File: src/fcp_pkg.sv
package fcp_pkg;
  // Wishbone word addresses (byte offset = 4 * index)
  localparam logic [7:0] ADR_CLKDIV  = 8'h00;
  localparam logic [7:0] ADR_SECURE  = 8'h01;
  localparam logic [7:0] ADR_CONFIG  = 8'h03;
  localparam logic [7:0] ADR_PROT    = 8'h04;
  localparam logic [7:0] ADR_STATUS  = 8'h05;
  localparam logic [7:0] ADR_CMD     = 8'h06;
  localparam logic [7:0] ADR_RSVD6   = 8'h07;
  localparam logic [7:0] ADR_ADDR    = 8'h08;
  localparam logic [7:0] ADR_DATA    = 8'h09;
  localparam logic [7:0] ADR_ARRAY   = 8'h0a;
  localparam logic [7:0] ADR_RSVD_LO = 8'h0b;
  localparam logic [7:0] ADR_RSVD_HI = 8'h0f;
  // Configuration fields
  localparam int CFG_BEIE  = 7;
  localparam int CFG_COMPLETE_IRQ_EN  = 6;
  localparam int CFG_KEYAC = 5;
  localparam logic [7:0] CFG_MASK = 8'he0;
  // Protection fields
  localparam int PR_OPEN  = 7;
  localparam int PR_HDIS  = 5;
  localparam int PR_HS_LO = 3;
  localparam int PR_LDIS  = 2;
  localparam int PR_LS_LO = 0;
  // Status fields
  localparam int ST_BEF   = 7;
  localparam int ST_CCF   = 6;
  localparam int ST_PROTECTION_VIOLATION_FLAG = 5;
  localparam int ST_ACCER = 4;
  // Security: key enable field [7:6], enabled code
  localparam logic [1:0] KEY_EN_CODE = 2'h2;
  localparam int SEC_KEY_LO = 6;
  localparam logic [7:0] CMD_MASS_ERASE = 8'h41;
  localparam logic [7:0] CMD_PROGRAM    = 8'h20;
  localparam logic [15:0] HI_END   = 16'hffff;
  localparam logic [15:0] LO_START = 16'h4000;
  localparam logic [15:0] HI_SIZE0 = 16'h0800;
  localparam logic [15:0] LO_SIZE0 = 16'h0400;
  localparam logic [7:0]  ZERO8    = 8'h00;
  localparam logic [7:0]  DIV_MASK = 8'h3f;
  localparam int DIV_SET_BIT = 7;
  // Timebase ticks per command run, at least one
  localparam int CMD_TICKS  = 6;
  localparam int ROW_LSB    = 6;
endpackage : fcp_pkg

File: src/fcp_timebase.sv
`timescale 1ns/1ps
module fcp_timebase (
  input  wire logic       clk_i,
  input  wire logic       rst_n_i,
  input  wire logic [5:0] div_i,
  output logic            tick_o
);
  import fcp_pkg::*;
  typedef struct packed {
    logic [5:0] cnt;
    logic       tick;
  } fcp_tb_t;
  fcp_tb_t st_ff, nxt_st;

  always_comb begin
    nxt_st = st_ff;
    nxt_st.tick = 1'b0;
    if (st_ff.cnt >= div_i) begin
      nxt_st.cnt  = 6'h00;
      nxt_st.tick = 1'b1;
    end else begin
      nxt_st.cnt = st_ff.cnt + 6'h01;
    end
  end

  always_ff @(posedge clk_i or negedge rst_n_i) begin
    if (!rst_n_i) begin
      st_ff <= '0;
    end else begin
      st_ff <= nxt_st;
    end
  end

  assign tick_o = st_ff.tick;
endmodule : fcp_timebase

File: src/fcp_flash_ctrl.sv
// Implementation choice: the Wishbone register port.
`timescale 1ns/1ps
module fcp_flash_ctrl (
  input  wire logic        SYS_CLK_I,
  input  wire logic        RESET_N_I,
  input  wire logic [7:0]  WB_ADR_I,
  input  wire logic [31:0] WB_DAT_I,
  input  wire logic [3:0]  WB_SEL_I,
  input  wire logic        WB_WE_I,
  input  wire logic        WB_CYC_I,
  input  wire logic        WB_STB_I,
  input  wire logic [7:0]  NV_PROT_I,
  input  wire logic [7:0]  NV_SEC_I,
  output logic [31:0]      WB_DAT_O,
  output logic             WB_ACK_O,
  output logic             IRQ_O,
  output logic             HV_ON_O,
  output logic             BUSY_O
);
  import fcp_pkg::*;

  typedef enum logic [1:0] {S_IDLE, S_RUN} fcp_eng_t;

  typedef struct packed {
    logic        loaded;
    logic [7:0]  clkdiv;
    logic [7:0]  sec;
    logic [2:0]  cfg;
    logic [7:0]  prot;
    logic        bef;
    logic        protection_violation_flag;
    logic        access_error_flag;
    logic        staged;
    logic [7:0]  cmd0;
    logic [15:0] adr0;
    logic [15:0] dat0;
    logic        have_word;
    logic [7:0]  cmd1;
    logic [15:0] adr1;
    fcp_eng_t    eng;
    logic        busy;
    logic [3:0]  ticks;
    logic        hv;
    logic [31:0] rdat;
    logic        ack;
    logic        irq;
  } fcp_state_t;

  fcp_state_t st_ff, nxt_st;
  logic       tb_tick;
  logic       rst_n;
  logic [1:0] rst_sync_ff;

  // Assertion stays asynchronous; release reaches the state only after two
  // flops, so no state flop sees its reset lift close to a clock edge
  always_ff @(posedge SYS_CLK_I or negedge RESET_N_I) begin
    if (!RESET_N_I) begin
      rst_sync_ff <= 2'b00;
    end else begin
      rst_sync_ff <= {rst_sync_ff[0], 1'b1};
    end
  end

  assign rst_n = rst_sync_ff[1];

  fcp_timebase u_tb (
    .clk_i   (SYS_CLK_I),
    .rst_n_i (rst_n),
    .div_i   (st_ff.clkdiv[5:0]),
    .tick_o  (tb_tick)
  );

  // Inclusive address span, shared by both protection ranges
  function automatic logic in_span(input logic [15:0] a, input logic [15:0] lo,
                                   input logic [15:0] hi);
    in_span = (a >= lo) && (a <= hi);
  endfunction : in_span

  function automatic logic in_protected(input logic [7:0] p, input logic [15:0] a);
    logic [15:0] hi_lo;
    logic [15:0] lo_hi;
    logic        in_hi;
    logic        in_lo;
    hi_lo = HI_END - ((HI_SIZE0 << p[PR_HS_LO +: 2]) - 16'h0001);
    lo_hi = LO_START + ((LO_SIZE0 << p[PR_LS_LO +: 2]) - 16'h0001);
    in_hi = in_span(a, hi_lo, HI_END);
    in_lo = in_span(a, LO_START, lo_hi);
    if (p[PR_OPEN]) begin
      in_protected = (in_hi && !p[PR_HDIS]) || (in_lo && !p[PR_LDIS]);
    end else begin
      in_protected = !((in_hi && !p[PR_HDIS]) || (in_lo && !p[PR_LDIS]));
    end
  endfunction : in_protected

  function automatic logic any_protection(input logic [7:0] p);
    any_protection = !p[PR_OPEN] || !p[PR_HDIS] || !p[PR_LDIS];
  endfunction : any_protection

  // Complete means nothing buffered and nothing running
  function automatic logic [7:0] status_word(input fcp_state_t s);
    status_word           = ZERO8;
    status_word[ST_BEF]   = s.bef;
    status_word[ST_CCF]   = s.bef && !s.busy;
    status_word[ST_PROTECTION_VIOLATION_FLAG] = s.protection_violation_flag;
    status_word[ST_ACCER] = s.access_error_flag;
  endfunction : status_word

  // Launch needs a full staged triple and no pending error
  function automatic logic launch_ok(input fcp_state_t s);
    launch_ok = s.have_word && s.staged && !s.protection_violation_flag && !s.access_error_flag;
  endfunction : launch_ok

  // Array word refused before divider set, while buffer full or word pending
  function automatic logic array_refused(input fcp_state_t s);
    array_refused = !s.clkdiv[DIV_SET_BIT] || !s.bef || s.have_word;
  endfunction : array_refused

  logic       wr;
  logic       rd;
  logic [7:0] wd;

  always_comb begin
    wr = WB_CYC_I && WB_STB_I && WB_WE_I && !st_ff.ack && WB_SEL_I[0];
    rd = WB_CYC_I && WB_STB_I && !WB_WE_I && !st_ff.ack;
    wd = WB_DAT_I[7:0];
    nxt_st = st_ff;
    nxt_st.ack = WB_CYC_I && WB_STB_I && !st_ff.ack;
    nxt_st.rdat = 32'h0000_0000;

    if (!st_ff.loaded) begin
      nxt_st.loaded = 1'b1;
      nxt_st.prot   = NV_PROT_I;
      nxt_st.sec    = NV_SEC_I;
    end

    if (rd) begin
      case (WB_ADR_I)
        ADR_CLKDIV: nxt_st.rdat[7:0] = st_ff.clkdiv;
        ADR_SECURE: nxt_st.rdat[7:0] = st_ff.sec;
        ADR_CONFIG: nxt_st.rdat[7:0] = {st_ff.cfg, 5'h00};
        ADR_PROT:   nxt_st.rdat[7:0] = st_ff.prot;
        ADR_STATUS: nxt_st.rdat[7:0] = status_word(st_ff);
        ADR_CMD:    nxt_st.rdat[7:0] = st_ff.cmd0;
        ADR_ADDR:   nxt_st.rdat[15:0] = st_ff.adr0;
        ADR_DATA:   nxt_st.rdat[15:0] = st_ff.dat0;
        // Key mode hides array content; real array read is outside
        ADR_ARRAY:  nxt_st.rdat = st_ff.cfg[0] ? 32'hdead_dead : 32'h0000_0000;
        default:    nxt_st.rdat = 32'h0000_0000;
      endcase
    end

    if (wr) begin
      case (WB_ADR_I)
        ADR_CLKDIV: begin
          if (!st_ff.clkdiv[DIV_SET_BIT]) begin
            nxt_st.clkdiv = {1'b1, 1'b0, wd[5:0] & DIV_MASK[5:0]};
          end
        end
        ADR_CONFIG: begin
          nxt_st.cfg[2:1] = wd[CFG_BEIE -: 2];
          if (st_ff.sec[SEC_KEY_LO +: 2] == KEY_EN_CODE) begin
            nxt_st.cfg[0] = wd[CFG_KEYAC];
          end
        end
        ADR_PROT: begin
          nxt_st.prot[PR_OPEN] = st_ff.prot[PR_OPEN] & wd[PR_OPEN];
          nxt_st.prot[PR_HDIS] = st_ff.prot[PR_HDIS] & wd[PR_HDIS];
          nxt_st.prot[PR_LDIS] = st_ff.prot[PR_LDIS] & wd[PR_LDIS];
          if (st_ff.prot[PR_HDIS]) begin
            nxt_st.prot[PR_HS_LO +: 2] = wd[PR_HS_LO +: 2];
          end
          if (st_ff.prot[PR_LDIS]) begin
            nxt_st.prot[PR_LS_LO +: 2] = wd[PR_LS_LO +: 2];
          end
        end
        ADR_STATUS: begin
          if (wd[ST_PROTECTION_VIOLATION_FLAG]) nxt_st.protection_violation_flag = 1'b0;
          if (wd[ST_ACCER]) nxt_st.access_error_flag = 1'b0;
          // Launch: writing one to buffer-empty flag commits staged command
          if (wd[ST_BEF] && launch_ok(st_ff)) begin
            nxt_st.bef       = 1'b0;
            nxt_st.have_word = 1'b0;
            nxt_st.staged    = 1'b0;
          end
        end
        ADR_CMD: begin
          if (st_ff.have_word && !st_ff.staged) begin
            if (wd == CMD_MASS_ERASE && any_protection(st_ff.prot)) begin
              nxt_st.protection_violation_flag     = 1'b1;
              nxt_st.have_word = 1'b0;
            end else begin
              nxt_st.cmd0   = wd;
              nxt_st.staged = 1'b1;
            end
          end else begin
            nxt_st.access_error_flag    = 1'b1;
            nxt_st.have_word = 1'b0;
          end
        end
        ADR_ARRAY: begin
          if (st_ff.cfg[0]) begin
            nxt_st.have_word = 1'b0;
          end else if (array_refused(st_ff)) begin
            nxt_st.access_error_flag    = 1'b1;
            nxt_st.have_word = 1'b0;
          end else if (in_protected(st_ff.prot, WB_DAT_I[31:16])) begin
            nxt_st.protection_violation_flag     = 1'b1;
          end else begin
            nxt_st.adr0      = WB_DAT_I[31:16];
            nxt_st.dat0      = WB_DAT_I[15:0];
            nxt_st.have_word = 1'b1;
          end
        end
        default: ;
      endcase
    end

    // Engine: second stage of the queue
    case (st_ff.eng)
      S_IDLE: begin
        nxt_st.hv = 1'b0;
        if (!st_ff.bef) begin
          nxt_st.cmd1  = st_ff.cmd0;
          nxt_st.adr1  = st_ff.adr0;
          nxt_st.bef   = 1'b1;
          nxt_st.ticks = 4'h0;
          nxt_st.hv    = 1'b1;
          nxt_st.eng   = S_RUN;
        end
      end
      S_RUN: begin
        if (tb_tick) begin
          nxt_st.ticks = st_ff.ticks + 4'h1;
        end
        if (tb_tick && st_ff.ticks == 4'(CMD_TICKS - 1)) begin
          if (!st_ff.bef && !nxt_st.bef) begin
            nxt_st.cmd1  = st_ff.cmd0;
            nxt_st.adr1  = st_ff.adr0;
            nxt_st.bef   = 1'b1;
            nxt_st.ticks = 4'h0;
            // Same-row program keeps the pump up
            nxt_st.hv = (st_ff.cmd0 == CMD_PROGRAM) && (st_ff.cmd1 == CMD_PROGRAM)
                        && (st_ff.adr0[15:ROW_LSB] == st_ff.adr1[15:ROW_LSB]);
            nxt_st.eng = S_RUN;
          end else begin
            nxt_st.hv  = 1'b0;
            nxt_st.eng = S_IDLE;
          end
        end
      end
      default: nxt_st.eng = S_IDLE;
    endcase
    nxt_st.busy = (nxt_st.eng != S_IDLE);

    nxt_st.irq = (nxt_st.cfg[2] && nxt_st.bef)
               || (nxt_st.cfg[1] && nxt_st.bef && nxt_st.eng == S_IDLE);
  end

  always_ff @(posedge SYS_CLK_I or negedge rst_n) begin
    if (!rst_n) begin
      st_ff     <= '0;
      st_ff.bef <= 1'b1;
      st_ff.eng <= S_IDLE;
    end else begin
      st_ff <= nxt_st;
    end
  end

  assign WB_DAT_O = st_ff.rdat;
  assign WB_ACK_O = st_ff.ack;
  assign IRQ_O    = st_ff.irq;
  assign HV_ON_O  = st_ff.hv;
  assign BUSY_O   = st_ff.busy;
endmodule : fcp_flash_ctrl

File: config.mk
export PLATFORM = sky130hd
export DESIGN_NAME = fcp_flash_ctrl
export DESIGN_NICKNAME = d
export VERILOG_FILES = /design/src/fcp_pkg.sv /design/src/fcp_timebase.sv /design/src/fcp_flash_ctrl.sv
export SDC_FILE = /design/constraint.sdc
export NUM_CORES = 1
export LEC_CHECK = 0
export BUFFER_PORTS_ARGS = -buffer_cell sky130_fd_sc_hd__buf_2
export CAP_MARGIN = 20
export CORE_MARGIN = 10
export CORE_UTILIZATION = 28
export DETAILED_ROUTE_END_ITERATION = 16
export PLACE_DENSITY = 0.49
export SLEW_MARGIN = 20
export SYNTH_ARGS = -nofsm -noshare
export SYNTH_HDL_FRONTEND = slang
export SYNTH_SLANG_ARGS = --single-unit
export TNS_END_PERCENT = 50
File: constraint.sdc
create_clock -name SYS_CLK_I -period 7.1 [get_ports SYS_CLK_I]
set_clock_uncertainty 0.15 [all_clocks]
set_input_delay 0.355 -clock SYS_CLK_I [delete_from_list [all_inputs] [get_ports SYS_CLK_I]]
set_output_delay 0.355 -clock SYS_CLK_I [all_outputs]
set_load 0.01 [all_outputs]
Word-level counts from Yosys, hierarchy flattened
Index checks and enable logic that the tools add are counted.
{"block": "classes", "magnitude_cmp": 5, "eq_ne": 31, "n_shift": 2, "mux": 63, "bitwise": 8, "reduce_logical": 63, "n_addsub": 6}
{"op": "two-way mux 32 bit", "n": 5}
{"op": "case mux 8 bit (9 select lines)", "n": 1}
{"op": "two-way mux 26 bit", "n": 2}
{"op": "two-way mux 51 bit", "n": 1}
{"op": "case mux 24 bit (2 select lines)", "n": 1}
{"op": "two-way mux 33 bit", "n": 1}
{"op": "subtractor 16 x 1 -> 16 bit (second input constant)", "n": 2}
{"op": "two-way mux 1 bit", "n": 28}
{"op": "inequality test 2 bit (second input constant)", "n": 14}
{"op": "logical AND 1 bit", "n": 25}
{"op": "== test 8 x 3 -> 1 bit (second input constant)", "n": 3}
{"op": "== test 8 x 4 -> 1 bit (second input constant)", "n": 3}
{"op": "two-way mux 24 bit", "n": 1}
{"op": "case mux 8 bit (3 select lines)", "n": 1}
{"op": "two-way mux 9 bit", "n": 2}
{"op": "adder 15 x 16 -> 16 bit (first input constant)", "n": 1}
{"op": "== test 8 x 6 -> 1 bit (second input constant)", "n": 2}
{"op": "greater-or-equal comparator 16 x 15 -> 1 bit (second input constant)", "n": 1}
{"op": "greater-or-equal comparator 16 bit", "n": 1}
{"op": "<= comparator 16 bit", "n": 1}
{"op": "<= comparator 16 bit (second input constant)", "n": 1}
{"op": "two-way mux 16 bit", "n": 1}
{"op": "two-way mux 8 bit", "n": 2}
{"op": "<< shifter 11 x 2 -> 16 bit (first input constant)", "n": 1}
{"op": "38 further kinds", "n": 77}
{"block": "totals", "input_bits": 65, "regBits": 147}

Depth between registers and ports, before layout
Gate-level depths: netlist (run 1).
{"block": "depth", "depth_word": 26, "ltp_mapped": 10, "mapped_depth_nobuf": 8}

Cells and area by module
From an unflattened synthesis (run 1), not the netlist that was laid out.
{"block": "hier_totals", "hier_cells": 563, "hier_area_um2": 6545.0}
{"mod": "fcp_flash_ctrl", "instances": 1, "seq_area_each_um2": 2979.1, "cells_each": 518, "area_each_um2": 6099.6}
{"mod": "fcp_timebase", "instances": 1, "seq_area_each_um2": 175.2, "cells_each": 45, "area_each_um2": 445.4}

Worst setup path after synthesis (run 1)
OpenSTA, ideal clock, no wires.
{"block": "synth_path", "path_kind": "reg-to-reg", "startpoint": "register st_ff[114] (netlist name)", "endpoint": "register st_ff[68] (netlist name)", "slack_ns": 4.322, "arrival_time_ns": 2.494, "setup_ns": 0.134, "required_time_ns": 6.816, "path_buffers": 2, "synth_period_minus_slack_ns": 2.778, "path_stages_with_launch": 11, "path_cell_list": "dfrtp_1 -> or2_2 -> ha_1 -> o211a_1 -> o2111ai_1 -> and2_1 -> clkbuf_1 -> o21ai_1 -> xnor2_1 -> clkbuf_1 -> o31ai_1"}
{"block": "synth_via", "elab_chain_cells": 15}
{"element": "start: declaration", "line_no": "fcp_flash_ctrl.sv:49", "text": "fcp_state_t st_ff, nxt_st;"}
{"element": "start signal: assignment", "line_no": "fcp_flash_ctrl.sv:265", "text": "st_ff <= nxt_st;"}
{"element": "<< shifter 12 x 2 -> 16 bit (*)", "line_no": "fcp_flash_ctrl.sv:84", "text": "hi_lo = HI_END - ((HI_SIZE0 << p[PR_HS_LO +: 2]) - 16'h0001);"}
{"element": "subtractor 16 x 1 -> 16 bit (*)", "line_no": "fcp_flash_ctrl.sv:84"}
{"element": "subtractor 16 bit (*)", "line_no": "fcp_flash_ctrl.sv:84"}
{"element": "greater-or-equal comparator 16 bit (*)", "line_no": "fcp_flash_ctrl.sv:76", "text": "in_span = (a >= lo) && (a <= hi);"}
{"element": "logical AND 1 bit (*)", "line_no": "fcp_flash_ctrl.sv:76"}
{"element": "logical AND 1 bit (*)", "line_no": "fcp_flash_ctrl.sv:89, fcp_flash_ctrl.sv:91"}
{"element": "logical OR 1 bit (*)", "line_no": "fcp_flash_ctrl.sv:89, fcp_flash_ctrl.sv:91"}
{"element": "logical NOT 1 bit", "line_no": "fcp_flash_ctrl.sv:91", "text": "in_protected = !((in_hi && !p[PR_HDIS]) || (in_lo && !p[PR_LDIS]));"}
{"element": "two-way mux 1 bit (*)", "line_no": "fcp_flash_ctrl.sv:88", "text": "if (p[PR_OPEN]) begin"}
{"element": "two-way mux 1 bit (*)", "line_no": "fcp_flash_ctrl.sv:203", "text": "end else if (array_refused(st_ff)) begin"}
{"element": "two-way mux 1 bit (*)", "line_no": "fcp_flash_ctrl.sv:201", "text": "if (st_ff.cfg[0]) begin"}
{"element": "two-way mux 1 bit (*)", "line_no": "fcp_flash_ctrl.sv:153", "text": "case (WB_ADR_I)"}
{"element": "two-way mux 1 bit (*)", "line_no": "fcp_flash_ctrl.sv:152", "text": "if (wr) begin"}
{"element": "inverter 1 bit (no line) (*)"}
{"element": "AND reduction 5 bit (no line) (*)"}
Mark *: on every way between the ends. The rest lies on a longest branch, timed or not. The select of a mux whose other input is x is not followed.
A chain may end at the register's enable or synchronous reset.

Worst setup path after layout (run 1)
{"block": "layout_path", "startpoint": "register st_ff[114] (netlist name)", "endpoint": "register st_ff[82] (netlist name)"}
The elaborated chain is that of the path after synthesis.

==> results of run 1 <==
-- kinds of logic (layout without fill, tap and decap cells) --
family	count (synthesis)	in the layout
AO/OA/AOI/OAI	206	206
XOR/XNOR	17	17
adder cells (fa/ha/maj)	19	19
buffers and inverters	168	227
flip-flops	126	126
multiplexers	40	40
other	2	12
AND/OR/NAND/NOR	262	262
-- worst max-delay path: stages (launching register included) --
cell,delay (ns)
dfrtp_1,0.42
or2_2,0.31
ha_1,0.27
o211a_1,0.21
o2111ai_1,0.25
and2_1,0.17
buf_4,0.38
o21ai_1,0.23
xnor2_2,0.75
buf_4,0.43
o31ai_1,0.11
-- registers in the layout, indices dropped and copies added (netlist names) --
name and flops:
u_tb.tick_o 1, st_ff 96, IRQ_O 1, HV_ON_O 1
WB_ACK_O 1, BUSY_O 1, WB_DAT_O 17, rst_sync_ff 2
u_tb.st_ff 6
-- how the worst max path moves through the flow --
stage | start | endpoint | cells past startpoint
final | st_ff[114] | st_ff[82] | 10
after global routing | st_ff[115] | st_ff[98] | 10
after CTS | st_ff[114] | st_ff[93] | 10
after detailed placement | st_ff[114] | st_ff[85] | 10
after global placement | st_ff[114] | st_ff[82] | 10
after floorplan | rst_sync_ff[1] | BUSY_O | 0
-- through the flow --
stage | std cells | cell area, um2 | hold WS [ns] | util (%) | worst slack [ns]
detailed placement | 1238 | 8380 | -0.00467 | 30.8 | 3.33
global route | 1281 | 9120 | 0.00590 | 33.6 | 3.02
CTS | 1281 | 9120 | 0.00335 | 33.6 | 3.31
finish | 1281 | 9120 | 0.0163 | 33.6 | 3.27
floorplan | 850 | 7820 | -0.0906 | - | 3.18
global placement | 1238 | 8380 | -0.00687 | 30.8 | 3.37
-- cell usage in the layout (no fill, tap or decap), drive strengths merged, types with 3 or more instances in the layout --
cell | netlist | final
nor4b | 4 | 4
bufinv | 0 | 3
or2 | 4 | 4
nor2b | 8 | 8
mux2 | 29 | 29
a221oi | 10 | 10
xnor2 | 9 | 9
o31ai | 34 | 34
nor4 | 12 | 12
a21o | 6 | 6
a21oi | 23 | 23
nor2 | 36 | 36
o21ai | 27 | 27
and3b | 3 | 3
nand3 | 14 | 14
nand4b | 3 | 3
inv | 80 | 89
a22oi | 9 | 9
dlygate4sd3 | 0 | 11
mux2i | 11 | 11
o2bb2ai | 32 | 32
ha | 19 | 19
nand2 | 73 | 73
o22ai | 3 | 3
nand4 | 9 | 9
nor3 | 74 | 74
conb | 2 | 12
dfrtp | 125 | 125
a31oi | 7 | 7
clkbuf | 43 | 18
or4 | 3 | 3
a2111oi | 32 | 32
nand2b | 6 | 6
buf | 45 | 104
and2 | 4 | 4
xor2 | 8 | 8
-- cell type report --
class / instances / area (um2)
Timing Repair Buffer: 115 / 661
Multi-Input combinational cell: 556 / 3900
Clock buffer: 18 / 439
Tap cell: 372 / 465
Fill cell: 2834 / 18100
Sequential cell: 126 / 3160
Inverter: 80 / 300
Clock inverter: 14 / 195
-- report_power, final --
part,leakage (nW),internal [W],switching [W]
clock network,0.310,0.000578,0.000384
registers,1.45,0.000767,0.0000560
logic,2.35,0.000127,0.000205
total,4.11,0.00147,0.000646
-- metal layers --
metal	up-vias	GRT usage, %	part of all wire, %
met5	-	0	0
met4	0	4.34	1.5
met3	26	2.74	4.8
met2	197	22.0	47
met1	3228	19.7	47
li1	3155	-	-
==> results, run 1 <==
- The run finished with clean final reports.
- The starting density of the core is 28.6%.
- During synthesis, Yosys emitted a total of 0 warnings.
- The final total negative setup slack is 0 ns.
- The reported max-cap violation count is 0.
- The wire-length estimate of the detail-placed layout is 17300 um.
- The mux contribution to synthesized area is 5.61%.
- The maximum clock frequency is 261 MHz.
- Row generation in the floorplan step produced 60 rows.
- The share of layout cells above drive strength 1 is 23.4%.
- After clock tree synthesis, the flow added hold-fix buffers numbering 11.
- TritonCTS built the clock tree.
- By count the netlist is led by 125 x dfrtp_1, 80 x inv_1, 73 x nand2_1.
- The area of the die is 34900 um2.
- The worst reg2reg path startpoint is st_ff[114].
- After layout, the design draws a total of 0.00212 W.
- In this run, CTS created clock tree buffers numbering 17.
- The die is 187 um tall.
- The worst hold path begins at WB_DAT_I[12].
- The number of synthesized flops with an enable pin is 0.
- In the finished design, the share of the clock period the worst path needs comes to 53.9%.
- The largest family of logic cells by synthesized area is compound AO/OA/AOI/OAI gates.
- The final critical path time including I/O delays and setup is 3.83 ns.
- Routability-driven placement finished with a final weighted congestion of 0.883.
- Data on the critical path arrives at its endpoint at 3.98 ns.
- The post-synthesis adder-cell area fraction is 3.06%.
- The cell type with the largest total area after synthesis is dfrtp_1.
- Along the worst path, the maximum fanout reaches 33.
- The slew at the pin with the worst max-slew slack is 0.978 ns.
- The most numerous cell in the Yosys netlist is dfrtp_1.
- After synthesis, the largest area contributor takes up 40.2% of total cell area.
- The number of port buffers is 92.
- The residual overflow from global routing is 0.
- The initial antenna violation count is 0.
- After floorplanning, the core was sized to cover 27200 um2.
- Dividing total power by cell area gives a power density of 232 nW/um2.
- The worst hold path belongs to the class in -> reg.
- The total number of clock tree sinks is 126.
- The worst slew margin relative to its limit is 34.3%.
- Counting flops with an async set or reset pin after synthesis yields a share of 100%.
- The worst setup path category is reg -> reg.
- In the synthesized netlist, the number of instances is 840.
- At the end of the flow, the number of nets in the layout was 980.
- The worst register-to-register path has a setup slack of 3.27 ns.
- For this run, the leading register cell type out of synthesis is dfrtp_1.
- The sequential share of the synthesized area is 40.5%.
- The maximum buffer depth of the clock tree is 2.
- Setup repair after global routing left no endpoint under its margin.
- The total number of H-tree levels is 4.
- The worst setup path is captured at a flop.
- The repair_antennas step left the layout with diodes totalling 0.
- The area of the mapped netlist is 7780 um2.
- The global router's overall resource usage is 14.3%.
- The area growth from synthesis to layout is 17.3%.
- Dividing the detail-routed wire length by the instance count gives 19.5 um.
- The vias after detailed routing is 6606.
- The worst hold path passes through 3 cells.
- The simple-gate share of the synthesized area is 19.0%.
- The fraction of synthesized cell area in xor and xnor cells is 1.91%.
- The number of failing hold endpoints at the final stage is 0.
- Entering global routing, the biggest net connects 69 pins.
- The hold path endpoint is st_ff[79].
- For this run, the detailed router's first-pass iteration total came to 5.
- The die is 187 um wide.
- Measured in cells, the most critical reg-to-reg path has a length of 10.
- The latest clock arrival within the worst-skew pair is 0.43 ns.
- The tree is rooted in a clkbuf_16.
- In the post-synthesis netlist, the biggest area contributors are dfrtp_1 40%, mux2_2 4.2%, nor3_2 4.0%.
- The synthesized netlist devotes 19.7% of its cell area to compound gates.
- The global-route wire length before repair is 40000 um.
- The synthesized area per cell is 9.26 um2.
- The required time at the endpoint of the critical path is 7.25 ns.
- The final number of max-transition violations is 0.
- The number of setup violations in the final report is 0.
- The worst setup path is launched from a flop.
- The synthesized netlist contains 69 unique library cells.
- Clock-pin slew was measured on the worst setup and hold paths at 0.06 ns.
- The total wire length is 25000 um.
- Using the TritonRoute via totals, the vias-per-cell ratio works out to 5.16.
- The leakage power of the design is 4.11 nW.
- The number of remaining DRC errors is 0.
- The total of flip-flops plus latches after synthesis is 126.
- The number of global-route vias before repair is 6848.
- The worst register-to-register path ends at st_ff[82].
- The top-level I/O count is 101.
- After clock tree synthesis, the setup repair step added 0 buffers.
- The violation count after the first detailed-routing iteration is 513.
- The count of nets left with antenna violations once routing finished came out at 0.
- Once the clock tree was built, the resizer swapped 0 gates to a different size.
- The worst-case IR drop observed on VDD is 0.000168 V.
(Power assumes the default switching activity.)
==> run 2: changes to the inputs <==
Settings changed: ABC_AREA set to 1.
Clock period 7.1 ns to 3.84 ns, I/O delays scaled along.
==> run 2 against run 1 <==
Effect of this change: count of clock-buffer cells in the layout is 5 higher; via count is 14% lower; largest power group unchanged; cell area is 8.2% lower; sequential share of layout area is 3.1 points higher; sequential cell count stayed put; worst hold slack better by 0.079 ns; clock power is 76% higher.
==> results, run 2 <==
- The maximum buffer depth of the clock tree came to 2 (unchanged).
- The final setup slack of the worst path was 1.13 ns (-2.14 ns).
- The top-level I/O count is 101 (unchanged).
- The global router's overall resource usage is 13.3% (-1.0 points).
- CTS placed an instance of clkbuf_16 at the clock tree root.
- The cell row count is 56 (-6.7%).
- The number of synthesized flops with an enable pin is 0 (unchanged).
- The slew at the pin with the worst max-slew slack came to 0.982 ns (+0.00322 ns).
- The most numerous cell in the Yosys netlist is nand2_1.
- The worst setup path is captured at a flop.
- The number of fill cells in the layout is 2491 (-12%).
- The final number of max-transition violations is 0 (unchanged).
- The total of hold buffers inserted after clock tree synthesis is 53 (+42).
- The dominant synthesized flop cell is dfrtp_1.
- The clock input transition at the sequential cells of the worst setup and hold paths came to 0.05 ns (about the same).
- The pin count of the biggest net entering global routing was 73 (+5.8%).
- The commonest cells after synthesis are 241 x nand2_1, 125 x dfrtp_1, 102 x inv_1.
- The number of flip-flops under the largest register name is 96 (unchanged).
- The chip height is 174 um (-6.8%).
- The instance count of the mapped netlist is 826 (-1.7%).
- The pre-CTS setup slack is 1.12 ns (-2.21 ns).
- The standard cell core area is 23400 um2 (-14%).
- The number of port buffers came to 92 (unchanged).
- The maximum clock frequency is 369 MHz.
- The number of iterations in the first detailed-routing pass is 5 (unchanged).
- The number of setup buffers added after CTS is 0 (unchanged).
- The starting density of the core was 28.4% (-0.27 points).
- The number of failing hold endpoints at the final stage came to 0 (unchanged).
- Setup repair after global routing left no endpoint under its margin.
- In the finished design, the share of the clock period the worst path needs comes to 70.6%.
- The arrival time of the worst setup path is 2.87 ns (-1.11 ns).
- The reported max-cap violation count is 0 (unchanged).
- The final critical path time including I/O delays and setup is 2.71 ns.
- The area of the mapped netlist is 6640 um2 (-15%).
- The area of the die is 30300 um2 (-13%).
- The violation count after the first detailed-routing iteration is 298 (-42%).
- The residual overflow from global routing was 0 (unchanged).
- The number of global-route vias before repair is 5737 (-16%).
- The synthesized area per cell is 8.04 um2 (-13%).
- The average wire per standard cell was 15.4 um (-21%).
- The yosys synthesis warning count is 0 (unchanged).
- The flow ran to the end, and the final reports show no timing, DRC or antenna violations.
- dfrtp_1 takes more of the synthesized area than any other cell.
- The worst slew margin relative to its limit is 34.5% (+0.22 points).
- The leakage power of the design is 4.35 nW (+5.9%).
- The fraction of post-synthesis cell area in the top cell type by area was 47.1% (+6.9 points).
- In the layout the commonest cells are 241 x nand2_1, 124 x dfrtp_1, 102 x inv_1.
- The share of layout cells above drive strength 1 is 16.4% (-7.0 points).
- The final weighted congestion in routability-driven placement was 0.911 (+3.2%).
- The total power divided by cell area is 395 nW/um2 (+70%).
- The number of vias per cell is 4.41 (-14%).
- The layout overhead on the synthesized area is 26.1%.
- The total number of clock tree sinks is 126 (unchanged).
- The library cell used most frequently in the layout, excluding fill and tap cells, is nand2_1.
- The sequential share of the synthesized area is 47.5% (+7.0 points).
- The number of unique standard cell types used by synthesis is 46 (-33%).
- The latest clock arrival within the worst-skew pair came to 0.43 ns (about the same).
- The vias after detailed routing is 5684 (-14%).
- The fraction of registers with async set or reset after synthesis came to 100% (unchanged).
- The global-route wire length before repair is 31600 um (-21%).
- The initial antenna violation count is 0 (unchanged).
- The top register by number of flip-flops is st_ff.
- The required time at the endpoint of the critical path is 4.00 ns (-3.25 ns).
- The total wire length is 19800 um (-21%).
- The post-cts gate resize count was 0 (unchanged).
- The type of the worst min-delay path is in -> reg.
- The total of flip-flops plus latches after synthesis came to 126 (unchanged).
- The worst setup path category is in -> reg.
- The number of remaining DRC errors is 0 (unchanged).
- The total number of H-tree levels came to 4 (unchanged).
- The CTS tree is yes.
- Sorting the synthesized cells by area gives the leading types as dfrtp_1 47%, nand2_1 14%, inv_1 5.8%.
- The width of the die came to 174 um (-6.8%).
- The count of nets after finishing was 1039 (+6.0%).
- The CTS buffer count came to 17 (unchanged).
- The worst setup path is launched from an input pin.
- The worst vdd rail ir drop is 0.000213 V (+27%).
- The largest driver fanout on the critical path is 33 (unchanged).
- The number of setup violations in the final report was 0 (unchanged).
- The sum of net half-perimeters after detailed placement is 15100 um (-13%).
- The count of antenna-violating nets left after detailed routing is 0 (unchanged).
- The final total negative setup slack is 0 ns (unchanged).
## run 2: layout make-up
| cell class | count | area (um2) | share of cell area, % |
|---|---|---|---|
| Sequential cell | 126 | 3160 | 37.7 |
| Multi-Input combinational cell | 550 | 2750 | 32.8 |
| Timing Repair Buffer | 151 | 1040 | 12.4 |
| Clock buffer | 23 | 488 | 5.83 |
| Inverter | 109 | 409 | 4.89 |
| Tap cell | 319 | 399 | 4.77 |
| Clock inverter | 9 | 131 | 1.57 |
| Antenna cell | 1 | 2.50 | 0.0299 |
## run 2: kinds of logic after synthesis
logic type	count (synthesis)	share of synthesized area [%]
and+or+nand+nor	395	25.8
buffers and inverters	160	11.6
DFF	126	47.5
AOI/OAI and AO/OA	111	9.58
adders and majority gates	19	3.58
xor gates and xnor gates	11	1.45
other	2	0.113
muxes	2	0.339
## run 2: path summary, 6_finish.rpt
| path | slack, ns | cells past startpoint | endpoint | from |
|---|---|---|---|---|
| min in group asynchronous | 0.33 | 0 | st_ff[86] | rst_sync_ff[1] |
| max in group asynchronous | 2.41 | 1 | st_ff[128] | rst_sync_ff[1] |
| setup / recovery | 1.13 | 10 | st_ff[97] | WB_STB_I |
| setup reg to reg | 1.13 | 15 | st_ff[97] | st_ff[115] |
| hold / removal | 0.1 | 4 | WB_DAT_O[3] | WB_ADR_I[2] |
| hold reg to reg | 0.20 | 0 | rst_sync_ff[1] | rst_sync_ff[0] |
## run 2: where the power goes
group	internal, W	switching, W
logic	0.0000994	0.000135
registers	0.00135	0.0000298
clock network	0.00109	0.000602
total	0.00254	0.000767
## run 2: critical path: stages
cell,delay (ns)
dlygate4sd3_1,0.53
buf_2,0.10
nand2_1,0.04
dlygate4sd3_1,0.56
nor2_2,0.15
nand3_2,0.28
nor2_8,0.55
nand2_8,0.24
nand2_1,0.13
nand2_1,0.06
## run 2: through the flow
step           hold slack (ns)  power (W)  util [%]  instances  instance area (um2)
6_report                0.0957    0.00331      35.8       1288                 8370
5_1_grt                  0.147    0.00343      35.8       1287                 8370
4_1_cts                 0.0979    0.00334      35.8       1287                 8370
3_5_place_dp            -0.169    0.00160      30.9       1202                 7220
3_3_place_gp            -0.171    0.00160      30.9       1202                 7220
2_1_floorplan           -0.254    0.00152         -        836                 6680
## run 2: per-layer routing
layer  up-vias  part of all wire (%)  global-route usage [%]
li1       2866                     -                       -
met1      2689                    44                    16.1
met2       105                    51                    23.0
met3        24                   3.5                    2.43
met4         0                   1.8                    4.70
met5         -                     0                       0
